## config.mk

```make
export PLATFORM = sky130hd
export DESIGN_NAME = bcb_exec
export DESIGN_NICKNAME = d
export VERILOG_FILES = /design/src/hw/bcb_pkg.sv /design/src/hw/bcb_dec_if.sv /design/src/hw/bcb_decoder.sv /design/src/hw/bcb_exec.sv
export SDC_FILE = /design/constraint.sdc
export NUM_CORES = 1
export LEC_CHECK = 0
export BUFFER_PORTS_ARGS = -buffer_cell sky130_fd_sc_hd__buf_2
export CAP_MARGIN = 15
export CORE_MARGIN = 8
export CORE_UTILIZATION = 35
export DETAILED_ROUTE_END_ITERATION = 6
export PLACE_DENSITY_LB_ADDON = 0.25
export RECOVER_POWER = 25
export REMOVE_ABC_BUFFERS = 1
export SETUP_SLACK_MARGIN = 0.5
export SKIP_CTS_REPAIR_TIMING = 1
export SLEW_MARGIN = 15
export SYNTH_ARGS = -nofsm -noshare
export SYNTH_HDL_FRONTEND = slang
export SYNTH_HIERARCHICAL = 1
export SYNTH_SLANG_ARGS = --single-unit
```

## constraint.sdc

```tcl
create_clock -name mclk -period 3.95 [get_ports mclk]
set_input_delay 0.9875 -clock mclk [delete_from_list [all_inputs] [get_ports mclk]]
set_output_delay 0.9875 -clock mclk [all_outputs]
set_load 0.01 [all_outputs]
```

## src/hw/bcb_pkg.sv

```systemverilog
// ----------------------------------------------------------------------------
// Behaviour
// - Bit set forces chosen bit of memory nibble at pointer to one.
// - Bit clear forces chosen bit to zero; one word, one cycle.
// - Bit zero test skips the next instruction when the chosen bit is zero.
// - Accumulator equal to memory nibble skips next; one word, one cycle.
// - Immediate compare: two words, two cycles; skip when accumulator equals constant.
// - Near jump loads 7-bit offset, page unchanged; one word, one cycle.
// - Far jump: two words, loads page and 7-bit offset.
// - Indexed near jump target is upper three address bits plus accumulator.
// - Indexed far jump loads page, upper three address bits plus accumulator.
// - Pages zero to seven are reachable by far jump forms.
// - None of these instructions alters the carry flag.
// ----------------------------------------------------------------------------
package bcb_pkg;

  // --------------------------------------------------------------------------
  // Widths
  // --------------------------------------------------------------------------
  localparam int WORD_W = 9;
  localparam int NIB_W  = 4;
  localparam int OFS_W  = 7;
  localparam int PAGE_W = 3;

  // --------------------------------------------------------------------------
  // Opcode patterns and masks
  // --------------------------------------------------------------------------
  localparam logic [WORD_W-1:0] PAT_BIT_SET   = 9'h05c;
  localparam logic [WORD_W-1:0] PAT_BIT_CLEAR = 9'h04c;
  localparam logic [WORD_W-1:0] PAT_BIT_ZERO  = 9'h020;
  localparam logic [WORD_W-1:0] MSK_BIT       = 9'h1fc;
  localparam logic [WORD_W-1:0] PAT_ACC_MEM   = 9'h026;
  localparam logic [WORD_W-1:0] PAT_ACC_IMM   = 9'h025;
  localparam logic [WORD_W-1:0] PAT_NEAR      = 9'h180;
  localparam logic [WORD_W-1:0] MSK_NEAR      = 9'h180;
  localparam logic [WORD_W-1:0] PAT_FAR       = 9'h030;
  localparam logic [WORD_W-1:0] MSK_FAR       = 9'h1f0;
  localparam logic [WORD_W-1:0] PAT_IDX_NEAR  = 9'h001;
  localparam logic [WORD_W-1:0] PAT_IDX_FAR   = 9'h010;
  localparam logic [WORD_W-1:0] MSK_FULL      = 9'h1ff;

  // --------------------------------------------------------------------------
  // Field positions
  // --------------------------------------------------------------------------
  localparam int BIT_SEL_LSB = 0;
  localparam int IMM_LSB     = 0;
  localparam int OFS_LSB     = 0;
  localparam int PAGE_LSB    = 0;
  localparam int OFS_HI_LSB  = 4;

  // --------------------------------------------------------------------------
  // Operation classes
  // --------------------------------------------------------------------------
  typedef enum logic [3:0] {
    BCB_OTHER_OP,
    BCB_BIT_SET_OP,
    BCB_BIT_CLEAR_OP,
    BCB_BIT_ZERO_SKIP_OP,
    BCB_ACC_MEM_EQUAL_SKIP_OP,
    BCB_ACC_IMM_EQUAL_SKIP_OP,
    BCB_NEAR_JUMP_OP,
    BCB_FAR_JUMP_OP,
    BCB_ACC_INDEXED_NEAR_JUMP_OP,
    BCB_ACC_INDEXED_FAR_JUMP_OP
  } bcb_op_t;

endpackage

```

## src/hw/bcb_dec_if.sv

```systemverilog
`timescale 1ns/1ps
// Carries one instruction word to the classifier and its decoded fields back.
interface bcb_dec_if;
  import bcb_pkg::*;
  logic [WORD_W-1:0] word;
  bcb_op_t           op;
  logic [1:0]        bit_sel;
  logic [NIB_W-1:0]  imm;
  logic [OFS_W-1:0]  ofs;
  logic [PAGE_W-1:0] page;
  logic              two_word;

  modport dec (input word, output op, bit_sel, imm, ofs, page, two_word);
  modport use_side (output word, input op, bit_sel, imm, ofs, page, two_word);
endinterface

```

## src/hw/bcb_decoder.sv

```systemverilog
`timescale 1ns/1ps
module bcb_decoder
  import bcb_pkg::*;
(
  // Decode channel
  bcb_dec_if.dec dif
);

  // --------------------------------------------------------------------------
  // Classification
  // --------------------------------------------------------------------------

  // Masked compares; the near jump pattern is tested last because its mask is narrowest.
  always_comb begin
    dif.op = BCB_OTHER_OP;
    if ((dif.word & MSK_BIT) == PAT_BIT_SET) begin
      dif.op = BCB_BIT_SET_OP;
    end else if ((dif.word & MSK_BIT) == PAT_BIT_CLEAR) begin
      dif.op = BCB_BIT_CLEAR_OP;
    end else if ((dif.word & MSK_BIT) == PAT_BIT_ZERO) begin
      dif.op = BCB_BIT_ZERO_SKIP_OP;
    end else if ((dif.word & MSK_FULL) == PAT_ACC_MEM) begin
      dif.op = BCB_ACC_MEM_EQUAL_SKIP_OP;
    end else if ((dif.word & MSK_FULL) == PAT_ACC_IMM) begin
      dif.op = BCB_ACC_IMM_EQUAL_SKIP_OP;
    end else if ((dif.word & MSK_FAR) == PAT_FAR) begin
      dif.op = BCB_FAR_JUMP_OP;
    end else if ((dif.word & MSK_FULL) == PAT_IDX_NEAR) begin
      dif.op = BCB_ACC_INDEXED_NEAR_JUMP_OP;
    end else if ((dif.word & MSK_FULL) == PAT_IDX_FAR) begin
      dif.op = BCB_ACC_INDEXED_FAR_JUMP_OP;
    end else if ((dif.word & MSK_NEAR) == PAT_NEAR) begin
      dif.op = BCB_NEAR_JUMP_OP;
    end
  end

  // Field extraction; only three page bits exist, so the top page bit is dropped.
  assign dif.bit_sel  = dif.word[BIT_SEL_LSB +: 2];
  assign dif.imm      = dif.word[IMM_LSB +: NIB_W];
  assign dif.ofs      = dif.word[OFS_LSB +: OFS_W];
  assign dif.page     = dif.word[PAGE_LSB +: PAGE_W];
  assign dif.two_word = (dif.op == BCB_ACC_IMM_EQUAL_SKIP_OP) || (dif.op == BCB_FAR_JUMP_OP) ||
                        (dif.op == BCB_ACC_INDEXED_NEAR_JUMP_OP) || (dif.op == BCB_ACC_INDEXED_FAR_JUMP_OP);

endmodule

```

## src/hw/bcb_exec.sv

```systemverilog
`timescale 1ns/1ps
module bcb_exec
  import bcb_pkg::*;
(
  // Clock and reset
  input  wire logic              mclk,
  input  wire logic              rst,
  // Fetched instruction
  input  wire logic              instr_valid,
  input  wire logic [WORD_W-1:0] instr_word,
  // Core operands
  input  wire logic [NIB_W-1:0]  acc,
  input  wire logic [NIB_W-1:0]  mem_rdata,
  // Data memory write at the data pointer
  output logic                   mem_we,
  output logic [NIB_W-1:0]       mem_wdata,
  // Program counter loads
  output logic                   pc_offset_load,
  output logic [OFS_W-1:0]       pc_offset_part,
  output logic                   pc_page_load,
  output logic [PAGE_W-1:0]      pc_page_part,
  // Status
  output logic                   skip_pending,
  output logic                   skipped,
  output logic                   second_word,
  output logic                   carry_flag_we
);

  // --------------------------------------------------------------------------
  // State
  // --------------------------------------------------------------------------

  // The pending class remembers a two-word opener until its operand word is taken.
  // skip_second marks that operand word as one to swallow because its opener was skipped.
  // Data outputs hold their last value, so only the pulse fields are cleared each cycle.
  typedef struct packed {
    bcb_op_t           pend;
    logic [PAGE_W-1:0] pend_page;
    logic              skip_next;
    logic              skip_second;
    logic              mem_we;
    logic [NIB_W-1:0]  mem_wdata;
    logic              ofs_load;
    logic [OFS_W-1:0]  ofs;
    logic              page_load;
    logic [PAGE_W-1:0] page;
    logic              skipped;
    logic              second;
    logic              carry_we;
  } bcb_state_t;

  // Reset clears every field, so no half-taken form and no skip survives a reset.
  localparam bcb_state_t RESET_STATE = '{
    pend:        BCB_OTHER_OP,
    pend_page:   '0,
    skip_next:   1'b0,
    skip_second: 1'b0,
    mem_we:      1'b0,
    mem_wdata:   '0,
    ofs_load:    1'b0,
    ofs:         '0,
    page_load:   1'b0,
    page:        '0,
    skipped:     1'b0,
    second:      1'b0,
    carry_we:    1'b0
  };

  bcb_state_t s;
  bcb_state_t next_s;
  bcb_dec_if  dif ();

  // --------------------------------------------------------------------------
  // Decoder
  // --------------------------------------------------------------------------
  // The decoder is pure logic; the word is classified in the cycle in which it is taken.
  assign dif.word = instr_word;

  bcb_decoder u_dec (
    .dif (dif.dec)
  );

  // --------------------------------------------------------------------------
  // Next state
  // --------------------------------------------------------------------------

  // Writes and loads are one-cycle pulses registered after the word is taken; skip_next holds until the next word.
  // Memory is read-modify-write of the nibble at the pointer, so the other bits
  // come from mem_rdata in the same cycle.
  always_comb begin
    logic [NIB_W-1:0] set_val;
    logic [NIB_W-1:0] clr_val;
    set_val = mem_rdata;
    clr_val = mem_rdata;
    set_val[dif.bit_sel] = 1'b1;
    clr_val[dif.bit_sel] = 1'b0;
    next_s           = s;
    // Pulses default low; the data fields keep their value until the next load.
    next_s.mem_we    = 1'b0;
    next_s.ofs_load  = 1'b0;
    next_s.page_load = 1'b0;
    next_s.skipped   = 1'b0;
    next_s.second    = 1'b0;
    // The carry write enable is kept for the core's sake and is never raised here.
    next_s.carry_we  = 1'b0;
    // A cycle without a fetched word changes nothing but the pulses.
    if (instr_valid) begin
      if (s.pend != BCB_OTHER_OP) begin
        // Second word; whatever arrives is taken as the operand word.
        next_s.pend        = BCB_OTHER_OP;
        next_s.second      = 1'b1;
        next_s.skip_second = 1'b0;
        next_s.skipped     = s.skip_second;
        if (!s.skip_second) begin
          // The operand word is not checked against its own pattern; the core guarantees
          // the pairing, and checking it would cost a second decoder for no gain.
          case (s.pend)
            BCB_ACC_IMM_EQUAL_SKIP_OP: begin
              // A match skips the word after the operand, not the operand itself.
              next_s.skip_next = (acc == dif.imm);
            end
            BCB_FAR_JUMP_OP: begin
              // The page was latched from the opener; the offset comes from this word.
              next_s.page_load = 1'b1;
              next_s.page      = s.pend_page;
              next_s.ofs_load  = 1'b1;
              next_s.ofs       = dif.ofs;
            end
            BCB_ACC_INDEXED_NEAR_JUMP_OP: begin
              // Only the upper three offset bits come from the word; acc fills the rest.
              next_s.ofs_load = 1'b1;
              next_s.ofs      = {dif.ofs[OFS_HI_LSB +: OFS_W-NIB_W], acc};
            end
            BCB_ACC_INDEXED_FAR_JUMP_OP: begin
              // The accumulator is sampled with the operand word, not with the opener.
              next_s.page_load = 1'b1;
              next_s.page      = dif.page;
              next_s.ofs_load  = 1'b1;
              next_s.ofs       = {dif.ofs[OFS_HI_LSB +: OFS_W-NIB_W], acc};
            end
            default: begin
              next_s.pend = BCB_OTHER_OP;
            end
          endcase
        end
      end else if (s.skip_next) begin
        // Skipped word: no effect, but a two-word opener also swallows its operand.
        // Skipped words never start a skip of their own, so compares cannot chain.
        next_s.skip_next = 1'b0;
        next_s.skipped   = 1'b1;
        if (dif.two_word) begin
          next_s.pend        = dif.op;
          next_s.skip_second = 1'b1;
        end
      end else begin
        // First word of an instruction; single-word forms act at once.
        // Bit forms rely on mem_rdata being the nibble at the data pointer in this cycle.
        case (dif.op)
          BCB_BIT_SET_OP: begin
            next_s.mem_we    = 1'b1;
            next_s.mem_wdata = set_val;
          end
          BCB_BIT_CLEAR_OP: begin
            next_s.mem_we    = 1'b1;
            next_s.mem_wdata = clr_val;
          end
          BCB_BIT_ZERO_SKIP_OP: begin
            next_s.skip_next = ~mem_rdata[dif.bit_sel];
          end
          BCB_ACC_MEM_EQUAL_SKIP_OP: begin
            next_s.skip_next = (acc == mem_rdata);
          end
          BCB_NEAR_JUMP_OP: begin
            next_s.ofs_load = 1'b1;
            next_s.ofs      = dif.ofs;
          end
          BCB_FAR_JUMP_OP: begin
            // Only the page is kept; the offset arrives with the second word.
            next_s.pend      = dif.op;
            next_s.pend_page = dif.page;
          end
          BCB_ACC_IMM_EQUAL_SKIP_OP,
          BCB_ACC_INDEXED_NEAR_JUMP_OP,
          BCB_ACC_INDEXED_FAR_JUMP_OP: begin
            next_s.pend = dif.op;
          end
          default: begin
            // Words outside this group have no effect here.
            next_s.pend = BCB_OTHER_OP;
          end
        endcase
      end
    end
  end

  // --------------------------------------------------------------------------
  // Registers
  // --------------------------------------------------------------------------

  // Synchronous reset leaves nothing pending, so the first word after reset executes.
  // A reset in the middle of a two-word form drops the opener without any effect.
  always_ff @(posedge mclk) begin
    if (rst) begin
      s <= RESET_STATE;
    end else begin
      s <= next_s;
    end
  end

  // Outputs come straight from the state flops.
  // Nothing is combinational on the way out, so the core sees settled values.
  assign mem_we         = s.mem_we;
  assign mem_wdata      = s.mem_wdata;
  assign pc_offset_load = s.ofs_load;
  assign pc_offset_part = s.ofs;
  assign pc_page_load   = s.page_load;
  assign pc_page_part   = s.page;
  assign skip_pending   = s.skip_next;
  assign skipped        = s.skipped;
  assign second_word    = s.second;
  assign carry_flag_we  = s.carry_we;

endmodule

```

==> results.txt <==
----------------------------------------------------
[Routing]
  Number of vias in the routed layout ... around 1600
  Routed Wire Length ... between 4000 and 5000 um
  TritonRoute pass-1 iters ... 6
  Post-route DRC violation count ... 0
  Detailed router's first-iteration violation count ... around 130
  Final ANT Viol Nets ... 0
  Ratio of routed vias to standard cells ... 5.37
  Avg WL per Cell ... 15.8 um

[Global route]
  Final global-route overflow total ... 0
  Via count of the first global-routing pass ... 1532
  Pin count of the biggest net entering global routing ... 27
  Global-route wire length before repair ... approximately 7700 um
  Global router's overall resource usage ... 0.113
  Number of antenna violations at the first check in global routing ... 0

[STA]
  Max-slew violation count ... 0
  Max Clock Freq ... about 310 MHz
  Count of endpoints failing setup in the final report ... 0
  Fin crit share ... 0.805
  PnR worst setup slack ... 770 ps
  Minimum clock period after layout ... about 3200 ps
  Measured slew at the worst slew-check pin ... between 600 and 700 ps
  Skew final ... approximately 5.9 ps
  Number of hold violations in the final report ... 0
  Worst relative slew slack ... 0.550
  Setup repair after global routing missed its margin ... no
  Post-route setup TNS ... 0 ps

[Final layout]
  Area of combinational cells with multiple inputs ... approximately 0.0011 mm2
  Final cell area excluding filler cells ... 0.00199 mm2
  Antenna Diode Count ... 0
  Fraction of layout instances using a drive strength above 1 ... 0.217
  Layout filler cell count ... approximately 580
  Area growth from synthesis to layout ... 3.52%
  Area taken by flip-flops and latches ... between 500 and 600 um2
  Final net count ... 251

[Synthesis]
  Post-synthesis cell count ... between 200 and 250
  Distinct cell type count of the synthesized netlist ... between 50 and 60
  Count of flip-flops with a built-in enable after synthesis ... 0
  Warning count from the yosys run ... 6
  Cell with the most instances after synthesis ... sky130_fd_sc_hd__buf_4
  Cell area after synthesis ... approximately 0.0019 mm2
  Most area-consuming cells after synthesis ... sky130_fd_sc_hd__dfxtp_1 (29%), sky130_fd_sc_hd__buf_4 (12%), sky130_fd_sc_hd__mux2i_1 (4.7%)
  Async S/R FF share, synth ... 0
  Dominant cell type by area after synthesis ... sky130_fd_sc_hd__dfxtp_1
  Count of state elements after synthesis ... 28
  Synth cell count leaders ... sky130_fd_sc_hd__buf_4 (31), sky130_fd_sc_hd__dfxtp_1 (28), sky130_fd_sc_hd__nor2_1 (19)
  Per-instance average area after synthesis ... ~8.5 um2
  Post-synth top flop ... sky130_fd_sc_hd__dfxtp_1
  Proportion of synthesized chip area in sequential cells ... 0.292
  Proportion of netlist area held by the largest area contributor ... 0.292

[Place]
  Total half-perimeter wirelength after legalization and detailed placement ... about 3600 um
  Global placer's final weighted congestion ... approximately 0.95
  # port buffers ... 39
  Cell area reported after detailed placement ... roughly 0.0019 mm2
  Worst setup timing slack at the placement stage ... roughly 430 ps

[Setup path]
  Element type at the critical path start ... input pin
  R2R setup slack ... 1900 ps
  Kind of end point of the critical path ... flop
  Largest incremental delay on the critical path ... about 660 ps
  Start-to-end type of the worst setup path ... in2reg
  Critical path fanouts, max ... 10
  Sequence of cells on the critical path ... buf_2 > nor3_2 > nand2_1 > or3_1 > a41oi_1 > inv_1 > or4_1 > mux2i_1 > nor2_1
  Required time at the worst-slack endpoint ... roughly 4000 ps
  Critical-path top delay cell ... sky130_fd_sc_hd__or4_1
  Data arrival time of the critical path ... 3340 ps

[Floorplan]
  Std-Cell Core Area ... ~0.0054 mm2
  IO Pins ... 41
  Die area ... 0.00812 mm2
  Die span in x ... around 90 um
  Placement Rows ... 27
  Chip Height ... roughly 90 um
  Starting utilization of the core area ... 0.356

[Pwr]
  P per Cell Area ... about 280 mW/mm2
  Worst ir drop on vdd ... approximately 0.19 mV
  Static leakage power ... 0.000769 uW

[Clock tree]
  Total CTS buffers ... 3
  TritonCTS clock tree ... done
  Clk sinks ... 28
  Level count of the clock H-tree ... 1
  Maximum count of clock buffers along a single path ... 2
  Root buffer cell ... sky130_fd_sc_hd__clkbuf_8
  Register clock-pin slew on the reported worst setup and hold paths ... roughly 100 ps
  Worst-Skew Late Latency ... approximately 280 ps

[Hold path]
  Class of the tightest hold or removal check ... reg2reg

[Status]
  Result of the run ... finished, final reports clean

[Run]
  Number of max-capacitance violations reported ... 0

----------------------------------------------------
## cells in the final DEF (no fill, tap or decap), drive strengths merged, types with 6 or more instances in the layout
| cell type | n |
|---|---|
| nand2b | 6 |
| nor4 | 7 |
| a21oi | 7 |
| a211oi | 6 |
| xor2 | 9 |
| buf | 30 |
| o21ai | 6 |
| nand3 | 8 |
| dfxtp | 28 |
| mux2i | 9 |
| nand2 | 10 |
| or2 | 6 |
| nor2 | 20 |
| nor2b | 6 |
| nor3 | 7 |
| clkbuf | 15 |
## stage by stage
step / utilization / instances / hold WS (ps) / power, uW
2_1_floorplan: - / 185 / 464 / 349
3_3_place_gp: 0.359 / 298 / 454 / 393
3_5_place_dp: 0.359 / 298 / 458 / 393
4_1_cts: 0.369 / 302 / 472 / 575
5_1_grt: 0.368 / 302 / 487 / 598
6_report: 0.368 / 302 / 470 / 566
## cell type report
type                    instances  share of cell area
multi-input cells             155               0.543
flip-flops and latches         28               0.282
repair buffers                 41              0.0987
well taps                      72              0.0453
clock buffers                   4              0.0277
inverters                       2             0.00377
## critical path: cells and delay by family
| kind | cells | cell delay, ps |
|---|---|---|
| buffers and inverters | 2 | 360 |
| and+or+nand+nor | 5 | 1290 |
| muxes | 1 | 190 |
| AOI/OAI and AO/OA | 1 | 510 |
## routing by layer
metal  wire length (um)  up-vias  global-route usage
li1                   -      798                   -
met1               2340      775               0.144
met2               2150       47               0.183
met3                264        2              0.0357
met4                 15        0              0.0180
met5                  0        -                   0
## worst paths after layout
| kind | startpoint | end | cells past startpoint |
|---|---|---|---|
| worst min register to register | pc_offset_part[5] | pc_offset_part[5] | 2 |
| worst min-delay path | pc_offset_part[5] | pc_offset_part[5] | 2 |
| worst max-delay path | instr_word[2] | s[24] | 9 |
| worst max register to register | s[27] | pc_offset_part[1] | 4 |
## power breakdown
group,switching [uW],internal [uW],total [uW]
sequential,4.50,288,293
combinational,59.0,35.5,94.5
clock,90.0,89.3,179
total,153,413,566
## cells by family after synthesis
| kind of cell | synth area share |
|---|---|
| AOI/OAI and AO/OA | 0.170 |
| xor gates and xnor gates | 0.0501 |
| buffers and inverters | 0.150 |
| DFF | 0.292 |
| muxes | 0.0586 |
| other | 0.00195 |
| and+or+nand+nor | 0.278 |
## state kept, by name (all words and copies together) (netlist names)
register        cells
skipped             1
skip_pending        1
pc_page_part        3
pc_offset_part      7
second_word         1
pc_page_load        1
mem_wdata           4
mem_we              1
pc_offset_load      1
s                   8
No activity file was read; power rests on OpenSTA's default activity.
